## config.mk

```make
export PLATFORM = sky130hd
export DESIGN_NAME = mor_top
export DESIGN_NICKNAME = d
export VERILOG_FILES = /design/src/hdl/mor_pkg.sv /design/src/hdl/mor_top.sv
export SDC_FILE = /design/constraint.sdc
export NUM_CORES = 1
export LEC_CHECK = 0
export BUFFER_PORTS_ARGS = -buffer_cell sky130_fd_sc_hd__buf_2
export CORE_ASPECT_RATIO = 1.1
export CORE_MARGIN = 3
export CORE_UTILIZATION = 50
export DETAILED_ROUTE_END_ITERATION = 8
export PLACE_DENSITY = 0.83
export RECOVER_POWER = 100
export SLEW_MARGIN = 20
export SYNTH_ARGS = -nofsm -noshare
export SYNTH_HDL_FRONTEND = slang
export SYNTH_SLANG_ARGS = --single-unit
```

## constraint.sdc

```tcl
create_clock -name core_clk_in -period 2.25 [get_ports core_clk_in]
set_input_delay 0.5625 -clock core_clk_in [delete_from_list [all_inputs] [get_ports core_clk_in]]
set_output_delay 0.5625 -clock core_clk_in [all_outputs]
set_load 0.01 [all_outputs]
```

## src/hdl/mor_pkg.sv

```systemverilog
// Function
// RULE_01: Four-bit variant: pointer load copies accumulator bits 3:0 into pointer bits 3:0.
// RULE_02: Five-bit variant: pointer load copies accumulator bits 4:0 into pointer bits 4:0.
// RULE_03: Pointer load leaves accumulator and every status flag untouched.
// RULE_04: Pointer value selects the port control register for later port-control moves.
// RULE_05: Timer configuration write copies whole accumulator, accumulator and flags untouched.
// RULE_06: Timer configuration register contents set up the real time counter.
// RULE_07: Its fields drive counter interrupt enable, increment event select, prescaler assignment.
// RULE_08: Port-control move carries four-bit port field, values 5 to 9 mean ports A-E.
// RULE_09: Pointer load and timer configuration write each finish in one instruction cycle.
package mor_pkg;

	// ****************************************************************
	// Widths and opcodes
	// ****************************************************************
	localparam int         INSTR_W          = 12;
	localparam int         ACC_W            = 8;
	localparam int         PTR_W_MAX        = 5;
	localparam int         PTR_W_DEFAULT    = 4;
	localparam logic [11:0] OP_PTR_FROM_ACC = 12'h043;
	localparam logic [11:0] OP_TCFG_WRITE   = 12'h002;
	localparam logic [7:0]  OP_PORT_MOVE_HI = 8'h00;
	localparam logic [3:0]  PORT_FIELD_A    = 4'h5;
	localparam logic [3:0]  PORT_FIELD_E    = 4'h9;

	// ****************************************************************
	// Reset values
	// ****************************************************************
	localparam logic [4:0] PTR_RESET        = 5'h00;
	localparam logic [7:0] TCFG_RESET       = 8'hFF;
	localparam logic [7:0] CTRL_RESET       = 8'h01;

	// ****************************************************************
	// Timer configuration field positions
	// ****************************************************************
	localparam int TCFG_IRQ_EN_BIT   = 6;
	localparam int TCFG_EVENT_BIT    = 5;
	localparam int TCFG_EDGE_BIT     = 4;
	localparam int TCFG_PSA_BIT      = 3;
	localparam int TCFG_PS_LSB       = 0;
	localparam int TCFG_PS_W         = 3;

	// ****************************************************************
	// Register port map
	// ****************************************************************
	localparam int         REG_ADDR_W       = 2;
	localparam logic [1:0] REG_PTR          = 2'h0;
	localparam logic [1:0] REG_TCFG         = 2'h1;
	localparam logic [1:0] REG_COUNT        = 2'h2;
	localparam logic [1:0] REG_CTRL         = 2'h3;
	localparam int         CTRL_EXEC_EN_BIT = 0;

	// Port-control move request towards the port block
	typedef struct packed {
		logic       valid;
		logic [2:0] port;
		logic [4:0] sel;
		logic [7:0] data;
	} mor_port_req_s;

	// Real time counter setup decoded from the timer configuration
	typedef struct packed {
		logic       irq_en;
		logic       event_ext;
		logic       edge_fall;
		logic       psa_wdt;
		logic [2:0] prescale;
	} mor_rtc_cfg_s;

endpackage

```

## src/hdl/mor_top.sv

```systemverilog
`timescale 1ns/1ps
module mor_top #(
	parameter int PTR_W = mor_pkg::PTR_W_DEFAULT
) (
	// Clock, reset, enable
	input  wire logic                          core_clk_in,
	input  wire logic                          rst_n_in,
	input  wire logic                          ce_in,
	// Instruction stream
	input  wire logic                          instr_valid_in,
	input  wire logic [mor_pkg::INSTR_W-1:0]   instr_in,
	input  wire logic [mor_pkg::ACC_W-1:0]     acc_in,
	// Register port
	input  wire logic [mor_pkg::REG_ADDR_W-1:0] reg_addr_in,
	input  wire logic [7:0]                    reg_wdata_in,
	input  wire logic                          reg_wr_in,
	input  wire logic                          reg_rd_in,
	output logic      [7:0]                    reg_rdata_out,
	// Core side results
	output logic                               done_out,
	output logic                               acc_we_out,
	output logic                               flags_we_out,
	output logic      [mor_pkg::PTR_W_MAX-1:0] ptr_out,
	output logic      [mor_pkg::ACC_W-1:0]     tcfg_out,
	output mor_pkg::mor_rtc_cfg_s              rtc_cfg_out,
	output mor_pkg::mor_port_req_s             port_req_out
);
	import mor_pkg::*;

	// ****************************************************************
	// Decode
	// ****************************************************************

	// Port field to port index, all-ones when the field names no port
	function automatic logic [2:0] port_index(input logic [11:0] op);
		logic [2:0] idx;
		idx = 3'h7;
		if (op[11:4] == OP_PORT_MOVE_HI && op[3:0] >= PORT_FIELD_A && op[3:0] <= PORT_FIELD_E) begin
			idx = 3'(op[3:0] - PORT_FIELD_A);
		end
		return idx;
	endfunction

	// Mask that keeps only the pointer bits this variant implements
	function automatic logic [4:0] ptr_mask(input logic [7:0] v);
		logic [4:0] m;
		m = '0;
		for (int i = 0; i < PTR_W_MAX; i++) begin
			m[i] = (i < PTR_W) ? v[i] : 1'b0;
		end
		return m;
	endfunction

	logic [7:0] ctrl;
	logic [7:0] exec_count;
	logic       exec_en;
	logic       go;
	logic       is_ptr_load;
	logic       is_tcfg_wr;
	logic [2:0] port_idx;
	logic       is_port_move;
	logic [4:0] next_ptr;
	logic [7:0] next_tcfg;

	// Software can hold the decoder off, e.g. while it rewrites config
	assign exec_en      = ctrl[CTRL_EXEC_EN_BIT];
	assign go           = ce_in && instr_valid_in && exec_en;
	assign is_ptr_load  = go && (instr_in == OP_PTR_FROM_ACC);
	assign is_tcfg_wr   = go && (instr_in == OP_TCFG_WRITE);
	assign port_idx     = port_index(instr_in);
	assign is_port_move = go && (port_idx != 3'h7);            // [RULE_08]

	// Upper pointer bits stay zero on the narrow variant
	assign next_ptr  = is_ptr_load ? ptr_mask(acc_in) : ptr_out; // [RULE_01] [RULE_02]
	assign next_tcfg = is_tcfg_wr ? acc_in : tcfg_out;          // [RULE_05]

	// ****************************************************************
	// Pointer register
	// ****************************************************************

	// Held until the next pointer load, so a run of port moves shares it
	always_ff @(posedge core_clk_in or negedge rst_n_in) begin
		if (!rst_n_in) begin
			ptr_out <= PTR_RESET;
		end else if (ce_in) begin
			ptr_out <= next_ptr;                                    // [RULE_04]
		end
	end

	// ****************************************************************
	// Timer configuration register
	// ****************************************************************

	// Whole word taken, no field is filtered
	always_ff @(posedge core_clk_in or negedge rst_n_in) begin
		if (!rst_n_in) begin
			tcfg_out <= TCFG_RESET;
		end else if (ce_in) begin
			tcfg_out <= next_tcfg;
		end
	end

	// Counter setup is taken from the register's next value, so it updates on the same edge
	always_ff @(posedge core_clk_in or negedge rst_n_in) begin
		if (!rst_n_in) begin
			rtc_cfg_out <= '0;
		end else if (ce_in) begin
			rtc_cfg_out.irq_en    <= ~next_tcfg[TCFG_IRQ_EN_BIT];   // [RULE_06] [RULE_07]
			rtc_cfg_out.event_ext <= next_tcfg[TCFG_EVENT_BIT];    // [RULE_07]
			rtc_cfg_out.edge_fall <= next_tcfg[TCFG_EDGE_BIT];
			rtc_cfg_out.psa_wdt   <= next_tcfg[TCFG_PSA_BIT];      // [RULE_07]
			rtc_cfg_out.prescale  <= next_tcfg[TCFG_PS_LSB +: TCFG_PS_W];
		end
	end

	// ****************************************************************
	// Port-control move request
	// ****************************************************************

	// Pointer sampled as it stands before this cycle's update
	always_ff @(posedge core_clk_in or negedge rst_n_in) begin
		if (!rst_n_in) begin
			port_req_out <= '0;
		end else if (ce_in) begin
			port_req_out.valid <= is_port_move;
			port_req_out.port  <= is_port_move ? port_idx : 3'h0; // [RULE_08]
			port_req_out.sel   <= ptr_out;                        // [RULE_04]
			port_req_out.data  <= acc_in;
		end
	end

	// ****************************************************************
	// Completion and side effects
	// ****************************************************************

	// Single cycle, no wait state; none of these touch W or flags
	always_ff @(posedge core_clk_in or negedge rst_n_in) begin
		if (!rst_n_in) begin
			done_out     <= 1'b0;
			acc_we_out   <= 1'b0;
			flags_we_out <= 1'b0;
		end else if (ce_in) begin
			done_out     <= is_ptr_load || is_tcfg_wr || is_port_move; // [RULE_09]
			acc_we_out   <= 1'b0;                                   // [RULE_03] [RULE_05]
			flags_we_out <= 1'b0;                                   // [RULE_03] [RULE_05]
		end
	end

	// Executed-instruction counter, wraps, cleared by a write
	always_ff @(posedge core_clk_in or negedge rst_n_in) begin
		if (!rst_n_in) begin
			exec_count <= 8'h00;
		end else if (ce_in) begin
			if (reg_wr_in && reg_addr_in == REG_COUNT) begin
				exec_count <= 8'h00;
			end else if (is_ptr_load || is_tcfg_wr || is_port_move) begin
				exec_count <= exec_count + 8'h01;
			end
		end
	end

	// ****************************************************************
	// Register port
	// ****************************************************************

	// Control register, the only one that keeps write data (a counter write only clears it)
	always_ff @(posedge core_clk_in or negedge rst_n_in) begin
		if (!rst_n_in) begin
			ctrl <= CTRL_RESET;
		end else if (ce_in && reg_wr_in && reg_addr_in == REG_CTRL) begin
			ctrl <= {7'h00, reg_wdata_in[CTRL_EXEC_EN_BIT]};
		end
	end

	// Read data valid in the cycle after the strobe, zero otherwise
	always_ff @(posedge core_clk_in or negedge rst_n_in) begin
		if (!rst_n_in) begin
			reg_rdata_out <= 8'h00;
		end else if (ce_in) begin
			if (reg_rd_in) begin
				case (reg_addr_in)
					REG_PTR:   reg_rdata_out <= {3'h0, ptr_out};
					REG_TCFG:  reg_rdata_out <= tcfg_out;
					REG_COUNT: reg_rdata_out <= exec_count;
					REG_CTRL:  reg_rdata_out <= ctrl;
					default:   reg_rdata_out <= 8'h00;
				endcase
			end else begin
				reg_rdata_out <= 8'h00;
			end
		end
	end

endmodule

```

Word-level counts from Yosys, hierarchy flattened. Index checks and enable logic that the tools add are counted.

Bits in registers: 53. Input port bits: 36. Word-level logic and storage cells: 52.

Add/subtract/negate cells: 2. Magnitude comparators: 2. Eq/ne operators: 6. Multiplexer cells: 7. Bitwise operators: 1. Reduce and logical (&&, ||, !) cells: 18.

Operators with widths (number): $pmux W8 S4 (1); $mux W8 (3); $eq A12 B2 Y1 const B (1); $eq A12 B7 Y1 const B (1); $logic_and A1 B1 Y1 (10); $add A8 B1 Y8 const B (1); $logic_not A8 Y1 (1); $mux W7 (1); $mux W3 (2); $reduce_and A2 Y1 (3); $eq A2 B2 Y1 const B (2); $ge A4 B3 Y1 const B (1); $le A4 B4 Y1 const B (1); $ne A3 B3 Y1 const B (1); $sub A3 B3 Y3 const B (1); $eq A2 B1 Y1 const B (1); $logic_not A2 Y1 (1); $logic_or A1 B1 Y1 (2); $reduce_bool A2 Y1 (1); $not A1 Y1 (1).

Depth between registers and ports, before layout.
Depth after elaboration: 9. Gate-level depth with buffers: 9.

Worst setup path after synthesis. No wires, ideal clock.

Kind: in2reg. From: in instr_in[0] (netlist bit). To: reg exec_count[7]. Data arrival time: 2.159 ns. Required time: 2.163 ns. Path slack: 0.004 ns. Stages on the path: 8. Buffers on the path: 0. Cells stage by stage: inv_1 ha_1 nor2b_1 o22ai_1 nand4b_2 o22a_1 or4_1 a22oi_1.

Word-level cells in the longest chain between the ends: 9.

Ends and longest elaborated chain: from (decl) (RTL line mor_top.sv:11) `input wire logic [mor_pkg::INSTR_W-1:0] instr_in,`; $ge A4 B3 Y1 (RTL line mor_top.sv:38) `if (op[11:4] == OP_PORT_MOVE_HI && op[3:0] >= PORT_FIELD_A && op[3:0] <= PORT_FIELD_E) begin`; $logic_and A1 B1 Y1 (2 in series) (RTL line mor_top.sv:38); $mux W3 (RTL line mor_top.sv:38); $ne A3 B3 Y1 (RTL line mor_top.sv:71) `assign is_port_move = go && (port_idx != 3'h7);`; $logic_and A1 B1 Y1 (RTL line mor_top.sv:71); $logic_or A1 B1 Y1 * (RTL line mor_top.sv:156) `end else if (is_ptr_load || is_tcfg_wr || is_port_move) begin`; $reduce_bool A2 Y1 (no source line) *; $reduce_and A2 Y1 (no source line) *; to (signal assigned) (RTL line mor_top.sv:157) `exec_count <= exec_count + 8'h01;`; to (decl) (RTL line mor_top.sv:55) `logic [7:0] exec_count;`.

Every way passes the cells marked *; elsewhere a longest branch is shown, timed or not. A chain may end at the register's enable or synchronous reset.

Worst setup path in the final report. Same ends and word-level chain as after synthesis.

==> results by group <==
Run status
  – Status: finished clean

Worst setup path
  – CP endpoint kind: flop
  – Data required, critical path: 2.47 ns
  – Critical Path Start: instr_in[0]
  – CP max FO: 10
  – CP arrival: 2.33 ns
  – Crit Path Class: in -> reg
  – Worst flop-to-flop path startpoint: ctrl[0]
  – CP startpoint kind: input port

Pwr
  – Sw Share: 25.2%
  – Gate power share: 11.3%
  – VDD IR-drop max: 474 uV
  – NetSw: 0.432 mW
  – P_int: 1.28 mW
  – Leak: 1.40 nW
  – Clock network power share: 30.5%
  – Power Total: 1.71 mW
  – Pwr/cell area: 563 mW/mm^2
  – Sequential Power Share: 58.2%

Layout
  – Post-layout util: 64.5%
  – Area added between synthesis and finish: 22.6%
  – Final instance area: 0.00304 sq mm
  – Final nets: 341
  – Filler cell count in the final layout: 395
  – Fin cells: 357
  – Share of cells above drive strength 1: 27.9%
  – Ant. Diodes: 0

Routing
  – Wire per inst: 15.4 microns
  – Drc violations: 0
  – Via count: 1965
  – First-pass DRT Iterations: 4
  – Iter 0 DRT Violations: 110
  – Post-route antenna net violation count: 0
  – Total Wirelength: 5510 microns
  – Via-per-instance ratio: 5.50

Floorplan
  – Die area: 0.00584 sq mm
  – Initial Util: 52.6%
  – Die width: 73.2 microns
  – # rows: 26
  – Die height: 79.9 microns
  – I/O pin count: 84
  – Core region area: 0.00472 sq mm

Min path
  – Hold Path Class: in -> async

Synth
  – Yosys reg bits: 53
  – Mapped Area: 0.00248 sq mm
  – EDFF count, synth: 0
  – Avg Inst Size Synth: 11.8 sq um
  – Main synth FF type: dfrtp_1
  – Register area share after synthesis: 53.9%
  – Ys async rst share: 100%
  – Synth Instances: 211
  – Synth warn: 0
  – Commonest cells post-synth: 44 x dfrtp_1, 25 x mux2_2, 24 x nor2_1, 10 x nand2_1, 9 x dfstp_2
  – Post-synthesis cell type count: 41
  – Largest cells by area after synthesis: dfrtp_1 44%, mux2_2 11%, dfstp_2 9.5%
  – Top cell type's share of synthesized area: 44.4%
  – Count leader, synth: dfrtp_1
  – Cell taking the most area after synthesis: dfrtp_1

Clock network
  – Clock Path Buffers: 2
  – CTS root buf: clkbuf_8
  – Hold buffers post-CTS: 0
  – Clock Latency Late Sink: 0.30 ns
  – Post-CTS sizing: 0
  – Postcts setup bufs: 0
  – CTS buffer count: 5
  – Sink Count: 53
  – CTS HTree Levels: 2
  – Reg clk slew, reported paths: 0.09 ns
  – TritonCTS clock tree: done

Timing
  – Slew @ Worst Pin: 1.19 ns
  – Fin crit share: 93.9%
  – Hold Vio Cnt, Final: 0
  – Clock skew: 0.00466 ns
  – WHS: 0.476 ns
  – Final setup fails: 0
  – Final TNS setup: 0 ns
  – Slew Limit Fails: 0
  – Final worst slack: 0.137 ns
  – Crit path time final: 2.11 ns
  – Relative slew margins: 20.9%
  – Peak Freq: 473 MHz

Placed design
  – Gp weighted congestion: 0.858
  – Pre-CTS WS: -0.292 ns
  – IO Port Bufs: 72
  – Hpwl dp: 4100 microns
  – Inst Count DP: 349
  – Post-place instance area: 0.00302 sq mm

Global route
  – Top Usage Layer GRT: met2
  – Met1 Resource Use GR: 26.7%
  – Met3 Resource Use GR: 5.79%
  – Overflow left after global routing: 0
  – Met2 usage: 33.5%
  – Largest net degree at the start of global routing: 32
  – Initial antenna violation count: 0
  – Vias in the first global route: 2012
  – First-pass GRT wire length: 9290 microns
  – Gr usage total: 20.5%

Run
  – MaxCap Viol Count: 0
[layout make-up]
| class | count | area [sq um] | area share (%) |
|---|---|---|---|
| sequential | 53 | 1340 | 44.0 |
| multi-input combinational | 140 | 1070 | 35.2 |
| timing repair buffer | 92 | 445 | 14.6 |
| clock buffer | 6 | 72.6 | 2.38 |
| tap | 56 | 70.1 | 2.30 |
| inverter | 8 | 30.0 | 0.987 |
| clock inverter | 2 | 15.0 | 0.493 |
[state kept, by name, summed over array words and instances (netlist names)]
| signal | count |
|---|---|
| exec_count | 8 |
| rtc_cfg_out | 7 |
| port_req_out | 16 |
| ptr_out | 4 |
| ctrl | 1 |
| tcfg_out | 8 |
| reg_rdata_out | 8 |
| done_out | 1 |
[kinds of logic (layout without fill, tap and decap cells)]
kind of cell | Yosys count | count (layout) | synth area share (%)
AO/OA/AOI/OAI | 36 | 36 | 10.9
XOR/XNOR | 2 | 2 | 0.706
buffers and inverters | 21 | 108 | 3.93
other | 1 | 4 | 0.151
flip-flops | 53 | 53 | 53.9
adder cells (fa/ha/maj) | 5 | 5 | 2.52
AND/OR/NAND/NOR | 62 | 62 | 13.6
multiplexers | 31 | 31 | 14.3
[worst max-delay path, stage by stage]
cell and delay, ns:
buf_2 0.11, inv_1 0.07, ha_1 0.19, o21ai_0 0.11, o22ai_2 0.17, nand4b_2 0.15
o22a_4 0.29, or4_1 0.51, a22oi_1 0.17
[cells in the final DEF (no fill, tap or decap), drive strengths merged, types with 3 or more instances in the layout]
master   count
o2bb2ai      8
o32ai        3
o211ai       3
dfrtp       44
dfstp        9
buf         46
o21ai        4
clkbuf      52
ha           5
or4          3
mux2i        5
nor2b        3
inv          8
nand4        3
nand2       10
nor2        24
mux2        25
a22oi        5
conb         4
a21oi        5
nand3        6
[power groups by stage]
stage	logic [mW]	clock network [mW]	registers (mW)
after floorplan	0.0825	0	1.03
after global placement	0.198	0	1.02
after detailed placement	0.203	0	1.02
after CTS	0.204	0.540	1.00
after global routing	0.214	0.580	1.00
final	0.193	0.522	0.998
[routing by layer]
metal  vias up  share of wire (%)
met5         -                  0
met4         0               0.78
met3         5                7.8
met2        73                 49
met1       956                 42
li1        931                  -
[path summary, 6_finish.rpt]
check / to / slack (ns) / cells past startpoint
max: exec_count[7] / 0.14 / 9
min: port_req_out[7] / 0.48 / 1
max reg2reg: rtc_cfg_out[3] / 0.16 / 8
min reg2reg: reg_rdata_out[3] / 0.49 / 1
max in group asynchronous: rtc_cfg_out[1] / 0.40 / 2
min in group core_clk_in: reg_rdata_out[3] / 0.49 / 1
Note: power is estimated with default switching activity, not from simulation.
